<file path="src/rso_pkg.sv">
// Constants shared by the clock-setting and oscillator-stop block.
// Assumes a single 10 MHz clock; the second and the least protect delay are converted to cycles here.
package rso_pkg;
  // Clock and time figures
  localparam int unsigned CLK_PERIOD_NS = 100;
  localparam int unsigned SECOND_NS = 1000000000;
  localparam int unsigned SECOND_CYC = SECOND_NS / CLK_PERIOD_NS;
  localparam int unsigned PROTECT_DELAY_MIN_NS = 40000;
  localparam int unsigned PROTECT_DELAY_MAX_NS = 150000;
  localparam int unsigned PROTECT_FAST_MAX_NS = 200000;
  // Least time rounds up to whole cycles
  localparam int unsigned PROTECT_CYC =
    (PROTECT_DELAY_MIN_NS + CLK_PERIOD_NS - 1) / CLK_PERIOD_NS;
  localparam int unsigned PF_CNT_W = 9;

  // Register map
  localparam logic [18:0] ADDR_CLOCK_CONTROL = 19'h7FFF8;
  localparam logic [18:0] ADDR_SECONDS = 19'h7FFF9;
  localparam logic [18:0] ADDR_YEAR = 19'h7FFFF;
  localparam int unsigned NUM_TIME = 7;

  // Field positions
  localparam int unsigned CTRL_SET_BIT = 7;
  localparam int unsigned CTRL_READ_HALT_BIT = 6;
  localparam int unsigned SEC_OSC_HALT_BIT = 7;
  localparam int unsigned DAY_FREQ_TEST_BIT = 6;
  localparam int unsigned IDX_SEC = 0;
  localparam int unsigned IDX_MIN = 1;
  localparam int unsigned IDX_HOUR = 2;
  localparam int unsigned IDX_DAY = 3;
  localparam int unsigned IDX_DATE = 4;
  localparam int unsigned IDX_MONTH = 5;
  localparam int unsigned IDX_YEAR = 6;

  // Values after reset
  localparam logic [7:0] CTRL_RESET = 8'h00;
  localparam logic OSC_HALT_RESET = 1'b1;
  localparam logic [55:0] TIME_RESET = 56'h00_01_01_01_00_00_00;

  // BCD limits
  localparam logic [7:0] MAX_SEC = 8'h59;
  localparam logic [7:0] MAX_HOUR = 8'h23;
  localparam logic [7:0] MAX_DAY = 8'h07;
  localparam logic [7:0] MAX_MONTH = 8'h12;
  localparam logic [7:0] MAX_YEAR = 8'h99;
  localparam logic [7:0] MIN_ZERO = 8'h00;
  localparam logic [7:0] MIN_ONE = 8'h01;

  // Oscillator state, Gray coded along stop -> start -> run
  typedef enum logic [1:0] {
    OSC_STOPPED = 2'b00,
    OSC_STARTING = 2'b01,
    OSC_RUNNING = 2'b11
  } rso_osc_t;
endpackage : rso_pkg

</file>
<file path="src/rso_tick_div.sv">
// Restartable cycle divider giving a one-cycle tick every CYC clocks.
// Assumes run and restart come from logic on the same clock.
module rso_tick_div #(
  parameter int unsigned CYC = 10000000
) (
  input wire logic clk,
  input wire logic rst,
  input wire logic run,
  input wire logic restart,
  output logic tick
);
  import rso_pkg::*;

  typedef struct packed {
    logic [31:0] cnt;
    logic tick;
  } rso_div_st_t;

  rso_div_st_t st_r;
  rso_div_st_t st_nxt;

  // Count while running; restart puts a full period before the next tick
  always_comb begin
    st_nxt = st_r;
    st_nxt.tick = 1'b0;
    if (restart || !run) begin
      st_nxt.cnt = 32'h0;
    end else if (st_r.cnt >= CYC - 1) begin
      st_nxt.cnt = 32'h0;
      st_nxt.tick = 1'b1;
    end else begin
      st_nxt.cnt = st_r.cnt + 32'h1;
    end
  end

  always_ff @(posedge clk) begin
    if (rst) begin
      st_r <= '0;
    end else begin
      st_r <= st_nxt;
    end
  end

  assign tick = st_r.tick;
endmodule : rso_tick_div

</file>
<file path="src/rso_clock_set.sv">
// Clock registers of a battery-backed timekeeping memory: set, halt,
// oscillator stop and power-fail write protection on the memory pins.
// Assumes asynchronous memory pins; all are synchronised before use.
// The static memory array itself lives outside this block.
import rso_pkg::*;

// What this block does
// - Control bit seven freezes visible time updates
// - Clearing set bit loads counters from registers
// - First update one second after set clears
// - Reset clears set and read-halt bits
// - Seconds bit seven halts the oscillator
// - Oscillator halt bit starts out set
// - Oscillator runs one second after release
// - Halt and test bits writable anytime
// - Power fail protects within 40 to 150us
// - Fast fall protection within 200us
// - Read-halt freezes registers, counters keep running
// - Updates complete whole, all registers together
module rso_clock_set #(
  parameter int unsigned SEC_CYC = rso_pkg::SECOND_CYC
) (
  input wire logic clk,
  input wire logic rst,
  input wire logic [18:0] addr,
  input wire logic [7:0] dq_in,
  output logic [7:0] dq_out,
  output logic dq_oe,
  input wire logic chip_en_n,
  input wire logic out_en_n,
  input wire logic write_en_n,
  input wire logic power_fail,
  output logic write_protect,
  output logic osc_running,
  output logic frequency_test
);
  import rso_pkg::*;

  typedef struct packed {
    logic e1, e2, g1, g2, w1, w2, pf1, pf2;
    logic [18:0] a1, a2;
    logic [7:0] d1, d2;
    logic wr_act;
    logic [18:0] wr_addr;
    logic [7:0] wr_data;
    logic [7:0] ctrl;
    logic osc_halt_bit;
    logic frequency_test_bit;
    logic [NUM_TIME-1:0][7:0] vis;
    logic [NUM_TIME-1:0][7:0] cnt;
    rso_osc_t osc;
    logic osc_run;
    logic sec_restart;
    logic [PF_CNT_W-1:0] pf_cnt;
    logic wp;
    logic [7:0] dq_out;
    logic dq_oe;
  } rso_st_t;

  rso_st_t st_r;
  rso_st_t st_nxt;
  logic sec_tick;
  logic start_tick;

  // BCD step with wrap; bit 8 is the carry into the next field
  function automatic logic [8:0] bcd_inc(input logic [7:0] v,
                                         input logic [7:0] maxv,
                                         input logic [7:0] minv);
    logic [8:0] r;
    r = '0;
    if (v >= maxv) begin
      r = {1'b1, minv};
    end else if (v[3:0] == 4'h9) begin
      r = {1'b0, v[7:4] + 4'h1, 4'h0};
    end else begin
      r = {1'b0, v + 8'h01};
    end
    return r;
  endfunction : bcd_inc

  // Last date of the month in BCD, leap years every fourth year
  function automatic logic [7:0] month_end(input logic [7:0] mon,
                                           input logic [7:0] yr);
    logic [7:0] r;
    logic [6:0] ybin;
    ybin = 7'(yr[7:4]) * 7'd10 + 7'(yr[3:0]);
    r = 8'h31;
    if (mon == 8'h02) begin
      r = (ybin[1:0] == 2'b00) ? 8'h29 : 8'h28;
    end else if (mon == 8'h04 || mon == 8'h06 || mon == 8'h09 ||
                 mon == 8'h11) begin
      r = 8'h30;
    end
    return r;
  endfunction : month_end

  // Seconds tick, restarted when a new time is loaded
  rso_tick_div #(.CYC(SEC_CYC)) u_sec_div (
    .clk(clk),
    .rst(rst),
    .run(st_r.osc == OSC_RUNNING),
    .restart(st_r.sec_restart),
    .tick(sec_tick)
  );

  // Start-up delay of the oscillator after its halt bit clears
  rso_tick_div #(.CYC(SEC_CYC)) u_start_div (
    .clk(clk),
    .rst(rst),
    .run(st_r.osc == OSC_STARTING),
    .restart(1'b0),
    .tick(start_tick)
  );

  always_comb begin
    logic wr_now;
    logic commit;
    logic [2:0] idx;
    logic [8:0] step;
    logic carry;
    logic [7:0] rd;
    wr_now = 1'b0;
    commit = 1'b0;
    idx = 3'h0;
    step = '0;
    carry = 1'b0;
    rd = 8'h00;
    st_nxt = st_r;
    st_nxt.sec_restart = 1'b0;

    // Two-stage synchronisers on every pin
    st_nxt.e1 = chip_en_n;
    st_nxt.e2 = st_r.e1;
    st_nxt.g1 = out_en_n;
    st_nxt.g2 = st_r.g1;
    st_nxt.w1 = write_en_n;
    st_nxt.w2 = st_r.w1;
    st_nxt.pf1 = power_fail;
    st_nxt.pf2 = st_r.pf1;
    st_nxt.a1 = addr;
    st_nxt.a2 = st_r.a1;
    st_nxt.d1 = dq_in;
    st_nxt.d2 = st_r.d1;

    // Power fail: protect after the least delay, inside both limits
    if (st_r.pf2) begin
      if (st_r.pf_cnt >= PF_CNT_W'(PROTECT_CYC - 1)) begin
        st_nxt.wp = 1'b1;
      end else begin
        st_nxt.pf_cnt = st_r.pf_cnt + 1'b1;
      end
    end else begin
      st_nxt.pf_cnt = '0;
      st_nxt.wp = 1'b0;
    end

    // Write ends at the earlier rising edge of enable or write strobe
    wr_now = !st_r.e2 && !st_r.w2 && !st_r.wp;
    st_nxt.wr_act = wr_now;
    if (wr_now) begin
      st_nxt.wr_addr = st_r.a2;
      st_nxt.wr_data = st_r.d2;
    end
    commit = st_r.wr_act && !wr_now && !st_r.wp;

    // Oscillator free-runs once started; halt bit stops it at once
    case (st_r.osc)
      OSC_STOPPED: begin
        if (!st_r.osc_halt_bit) begin
          st_nxt.osc = OSC_STARTING;
        end
      end
      OSC_STARTING: begin
        if (st_r.osc_halt_bit) begin
          st_nxt.osc = OSC_STOPPED;
        end else if (start_tick) begin
          st_nxt.osc = OSC_RUNNING;
        end
      end
      OSC_RUNNING: begin
        if (st_r.osc_halt_bit) begin
          st_nxt.osc = OSC_STOPPED;
        end
      end
      default: begin
        st_nxt.osc = OSC_STOPPED;
      end
    endcase
    // Running flag kept in its own flop so the pin is glitch free
    st_nxt.osc_run = (st_nxt.osc == OSC_RUNNING);

    // Counters advance on each second; carries ripple through the date
    if (sec_tick) begin
      carry = 1'b1;
      for (int i = 0; i < NUM_TIME; i++) begin
        if (carry) begin
          case (i)
            IDX_SEC, IDX_MIN:
              step = bcd_inc(st_r.cnt[i], MAX_SEC, MIN_ZERO);
            IDX_HOUR:
              step = bcd_inc(st_r.cnt[i], MAX_HOUR, MIN_ZERO);
            IDX_DAY:
              step = bcd_inc(st_r.cnt[i], MAX_DAY, MIN_ONE);
            IDX_DATE:
              step = bcd_inc(st_r.cnt[i], month_end(st_r.cnt[IDX_MONTH],
                             st_r.cnt[IDX_YEAR]), MIN_ONE);
            IDX_MONTH:
              step = bcd_inc(st_r.cnt[i], MAX_MONTH, MIN_ONE);
            default:
              step = bcd_inc(st_r.cnt[i], MAX_YEAR, MIN_ZERO);
          endcase
          st_nxt.cnt[i] = step[7:0];
          // Day of week wraps on its own, it does not carry into date
          carry = (i == IDX_DAY) ? carry : step[8];
        end
      end
      // All registers copied in one cycle, so a halt never splits it
      if (!st_r.ctrl[CTRL_SET_BIT] && !st_r.ctrl[CTRL_READ_HALT_BIT]) begin
        st_nxt.vis = st_nxt.cnt;
      end
    end

    // Host writes; decode only the clock words at the top of memory
    if (commit) begin
      idx = st_r.wr_addr[2:0];
      if (st_r.wr_addr < ADDR_CLOCK_CONTROL) begin
        idx = 3'h0;
      end else if (idx == 3'h0) begin
        st_nxt.ctrl = st_r.wr_data;
        if (st_r.ctrl[CTRL_SET_BIT] && !st_r.wr_data[CTRL_SET_BIT]) begin
          // Load counters from what the host wrote, restart the second
          st_nxt.cnt = st_r.vis;
          st_nxt.cnt[IDX_SEC][SEC_OSC_HALT_BIT] = 1'b0;
          st_nxt.cnt[IDX_DAY][DAY_FREQ_TEST_BIT] = 1'b0;
          st_nxt.sec_restart = 1'b1;
        end
      end else begin
        // Halt and test bits need no set bit beforehand
        st_nxt.vis[idx - 3'h1] = st_r.wr_data;
        if (idx == 3'(IDX_SEC + 1)) begin
          st_nxt.osc_halt_bit = st_r.wr_data[SEC_OSC_HALT_BIT];
        end
        if (idx == 3'(IDX_DAY + 1)) begin
          st_nxt.frequency_test_bit = st_r.wr_data[DAY_FREQ_TEST_BIT];
        end
      end
    end

    // Read data, halt and test bits shown in their places
    idx = st_r.a2[2:0];
    if (idx == 3'h0) begin
      rd = st_r.ctrl;
    end else if (idx == 3'(IDX_SEC + 1)) begin
      rd = {st_r.osc_halt_bit, st_r.vis[IDX_SEC][6:0]};
    end else if (idx == 3'(IDX_DAY + 1)) begin
      rd = {1'b0, st_r.frequency_test_bit, st_r.vis[IDX_DAY][5:0]};
    end else begin
      rd = st_r.vis[idx - 3'h1];
    end
    st_nxt.dq_out = rd;
    // Deselect in the same cycle that protection starts
    st_nxt.dq_oe = !st_r.e2 && !st_r.g2 && st_r.w2 && !st_nxt.wp &&
                   st_r.a2 >= ADDR_CLOCK_CONTROL;
  end

  // Power-up state: control bits clear, oscillator halted
  always_ff @(posedge clk) begin
    if (rst) begin
      st_r <= '0;
      st_r.e1 <= 1'b1;
      st_r.e2 <= 1'b1;
      st_r.g1 <= 1'b1;
      st_r.g2 <= 1'b1;
      st_r.w1 <= 1'b1;
      st_r.w2 <= 1'b1;
      st_r.ctrl <= CTRL_RESET;
      st_r.osc_halt_bit <= OSC_HALT_RESET;
      st_r.vis <= TIME_RESET;
      st_r.cnt <= TIME_RESET;
      st_r.osc <= OSC_STOPPED;
    end else begin
      st_r <= st_nxt;
    end
  end

  assign dq_out = st_r.dq_out;
  assign dq_oe = st_r.dq_oe;
  assign write_protect = st_r.wp;
  assign osc_running = st_r.osc_run;
  assign frequency_test = st_r.frequency_test_bit;
endmodule : rso_clock_set

</file>
<file path="config.mk">
export PLATFORM = sky130hd
export DESIGN_NAME = rso_clock_set
export DESIGN_NICKNAME = d
export VERILOG_FILES = /design/src/rso_pkg.sv /design/src/rso_tick_div.sv /design/src/rso_clock_set.sv
export SDC_FILE = /design/constraint.sdc
export NUM_CORES = 1
export LEC_CHECK = 0
export BUFFER_PORTS_ARGS = -buffer_cell sky130_fd_sc_hd__clkbuf_2
export CORE_MARGIN = 5
export CORE_UTILIZATION = 63
export DETAILED_ROUTE_END_ITERATION = 12
export GPL_ROUTABILITY_DRIVEN = 0
export PLACE_DENSITY = 0.92
export SETUP_SLACK_MARGIN = 0.4
export SLEW_MARGIN = 20
export SYNTH_ARGS = -nofsm -noshare
export SYNTH_HDL_FRONTEND = slang
export SYNTH_SLANG_ARGS = --single-unit
</file>
<file path="constraint.sdc">
create_clock -name clk -period 4.6 [get_ports clk]
set_clock_uncertainty 0.15 [all_clocks]
set_input_delay 0.69 -clock clk [delete_from_list [all_inputs] [get_ports clk]]
set_output_delay 0.69 -clock clk [all_outputs]
set_load 0.01 [all_outputs]
</file>
==> metrics.txt <==
Synth Area in XOR/XNOR=3.52%; Psw=0.00119 W; post-synthesis sequential area ratio=41.0%; initial antenna violation count=0; multiplexer share of the synthesized area=3.12%; cell mode on critical path=ha_1; Yosys cell types=83; Die Wd=163 um; Antenna Cells=0; Setup crit end kind=flip-flop; Max Clk Rate=0.253 GHz; Bufs and invs on worst path=2; vias in the first global route=13400; H-tree levels=1; IO Port Bufs=44; Hold Path Class=input pin to flip-flop; FILL cells=1552; syn avg cell area=8.21 um^2; Starting Density=64.5%; Int Pwr=0.00415 W; Clock Tree Buf Depth=3; crit path launch type=flip-flop; Pwr Density=333 nW/um^2; clock network fraction of total power=47.3%; fraction of layout cells with a size suffix above 1=9.15%; Net Sw Frac=22.3%; initial drt markers=2328; crit-path cells=inv_1 -> ha_1 -> nor3b_1 -> a32oi_1 -> o32a_1 -> ha_1 -> nor4b_1 -> o221a_2 -> nor4_4 -> buf_4 -> mux2_2 -> a211oi_1 -> o21ai_0; crit-path max cell delay=0.54 ns; Adder-Cell Fraction of Synth Area=2.81%; Max Cap Viol=0; # hold bufs at CTS=0; Final Core Density=70.5%; Final Hold Vio Count=0; vias per std cell=6.69; met2 routed WL=18500 um; post-synthesis instance total=1790; crit-path max FO=10; unrepaired setup endpoints after global routing=no; LEAKAGE=5.76 nW; fin. max-slew vios=0; largest net degree at the start of global routing=78; DR vias=14100; Slew HR=31.3%; family with the most delay on the worst path=compound AO/OA/AOI/OAI gates; first-pass detailed-route iteration total=7; global-route usage over all layers=30.2%; status=complete, no violations; Synth Area in Compound Gates=19.0%; Placed Instances=2047; clk root buf=clkbuf_16; top area cells in the synthesized netlist=dfxtp_1 (41%), nand2_1 (5.0%), nor2_1 (4.8%); asr flop ratio synth=0%; worst-margin pin slew=1.03 ns; Final Setup Violations=0; DP Wirelength=25700 um; Die Y-Extent=163 um; core area=22800 um^2; CTS tree=done; post-route ant nets=0; slowest stage cell, crit path=nor4_4; Site Rows=55; Net count, final=1835; routed metal-1 wire length=15200 um; simple-gate share of the synthesized area=25.7%; largest family of logic cells by synthesized area=simple AND/OR/NAND/NOR gates; Die ar.=26500 um^2; Final min period=3.95 ns; post-route clock period utilization=85.9%; Worst Path Required=4.86 ns; Reg power frac=49.9%; DR top layer=met4; Synth Cell Area=14700 um^2; Design Power=0.00534 W; first-pass GRT wire length=66900 um; non-filler cells, final=2106; DRC viols=0; aggregate global routing overflow=0; WL final=41000 um; most numerous cell in the Yosys netlist=dfxtp_1; Setup TNS=0 ns; Comb power frac=2.8%; Setup CP Type=flip-flop to flip-flop; CP arrival=4.21 ns; synth cell count leaders=dfxtp_1 (301), nand2_1 (194), nor2_1 (188); clk slew on worst S/H paths=0.06 ns; maximum vdd drop=376 uV; io pins=45; WL met3=4720 um; clock latency on the worst-skew pair=0.57 ns; number of flops mapped to enable cells by yosys=0; Synth top area share=41.0%; flop and latch count out of synthesis=301; top_reg_cell synth=dfxtp_1; Ys Warns=0; Sink Count=301; Hold WS=0.151 ns; Syn-to-layout area delta=9.26%; reg2reg setup slack=0.65 ns; wire length per cell=19.5 um; area leader, netlist=dfxtp_1; Num CTS Buffers=30
-- path summary, 6_finish.rpt --
| kind | startpoint | to | depth (start not counted) |
|---|---|---|---|
| worst max register to register | st_r[68] | st_r[119] | 13 |
| worst min-delay path | write_en_n | st_nxt[229] | 2 |
| worst min register to register | st_nxt[231] | st_r[231] | 1 |
| worst max-delay path | st_r[68] | st_r[119] | 13 |
-- placed cells by master, fill, tap and decap left out, drive strengths merged, types with 17 or more instances in the layout --
cell type / n
dfxtp: 301
nand2: 195
nor2: 189
a21oi: 127
nor3: 99
clkbuf: 78
nor2b: 73
a211oi: 63
o21ai: 57
nand3: 53
inv: 44
and3: 34
ha: 33
xor2: 30
nand4: 29
xnor2: 29
buf: 26
a31oi: 22
mux2i: 21
nor4: 21
o211ai: 17
-- layer usage --
metal  track usage [%]  vias to the layer above
li1                  -                     6358
met1              37.6                     6470
met2              48.6                     1002
met3              7.21                      254
met4              15.8                        0
met5                 0                        -
-- registers in the layout (all words and copies together), names as in the netlist, 8 cells and up --
| register | count |
|---|---|
| st_r | 192 |
| u_sec_div.st_r | 32 |
| u_start_div.st_r | 32 |
| st_nxt | 31 |
| dq_out | 8 |
-- logic make-up after synthesis --
logic type	Yosys count
XOR/XNOR	59
AND/OR/NAND/NOR	769
buffers and inverters	177
AO/OA/AOI/OAI	415
other	1
multiplexers	35
adder cells (fa/ha/maj)	33
flip-flops	301
-- timing repair --
item | 4_1_cts | 5_1_grt
gates resized for setup | 0 | 0
endpoints found under the setup margin | 0 | 4
buffers inserted | 0 | 3
-- area by class of cell --
cell class	count	area [um^2]	area share, %
well taps	313	392	2.44
multi-input cells	1327	8030	50.0
clock inverters	21	229	1.43
repair buffers	69	414	2.58
clock buffers	35	810	5.04
inverters	40	150	0.935
flip-flops and latches	301	6030	37.5
-- power by group through the flow --
stage	logic, W	clock network (W)	registers (W)
floorplan	0.000114	0	0.00271
global placement	0.000138	0	0.00272
detailed placement	0.000143	0	0.00272
CTS	0.000146	0.00254	0.00266
global route	0.000164	0.00265	0.00267
finish	0.000149	0.00252	0.00266
-- per-stage QoR --
stage / area [um^2] / setup WS [ns]
final: 16100 / 0.649
after global routing: 16100 / 0.442
after CTS: 16000 / 0.618
after detailed placement: 15000 / 0.672
after global placement: 15000 / 0.867
after floorplan: 14700 / 1.37
Note: power is estimated with default switching activity, not from simulation.
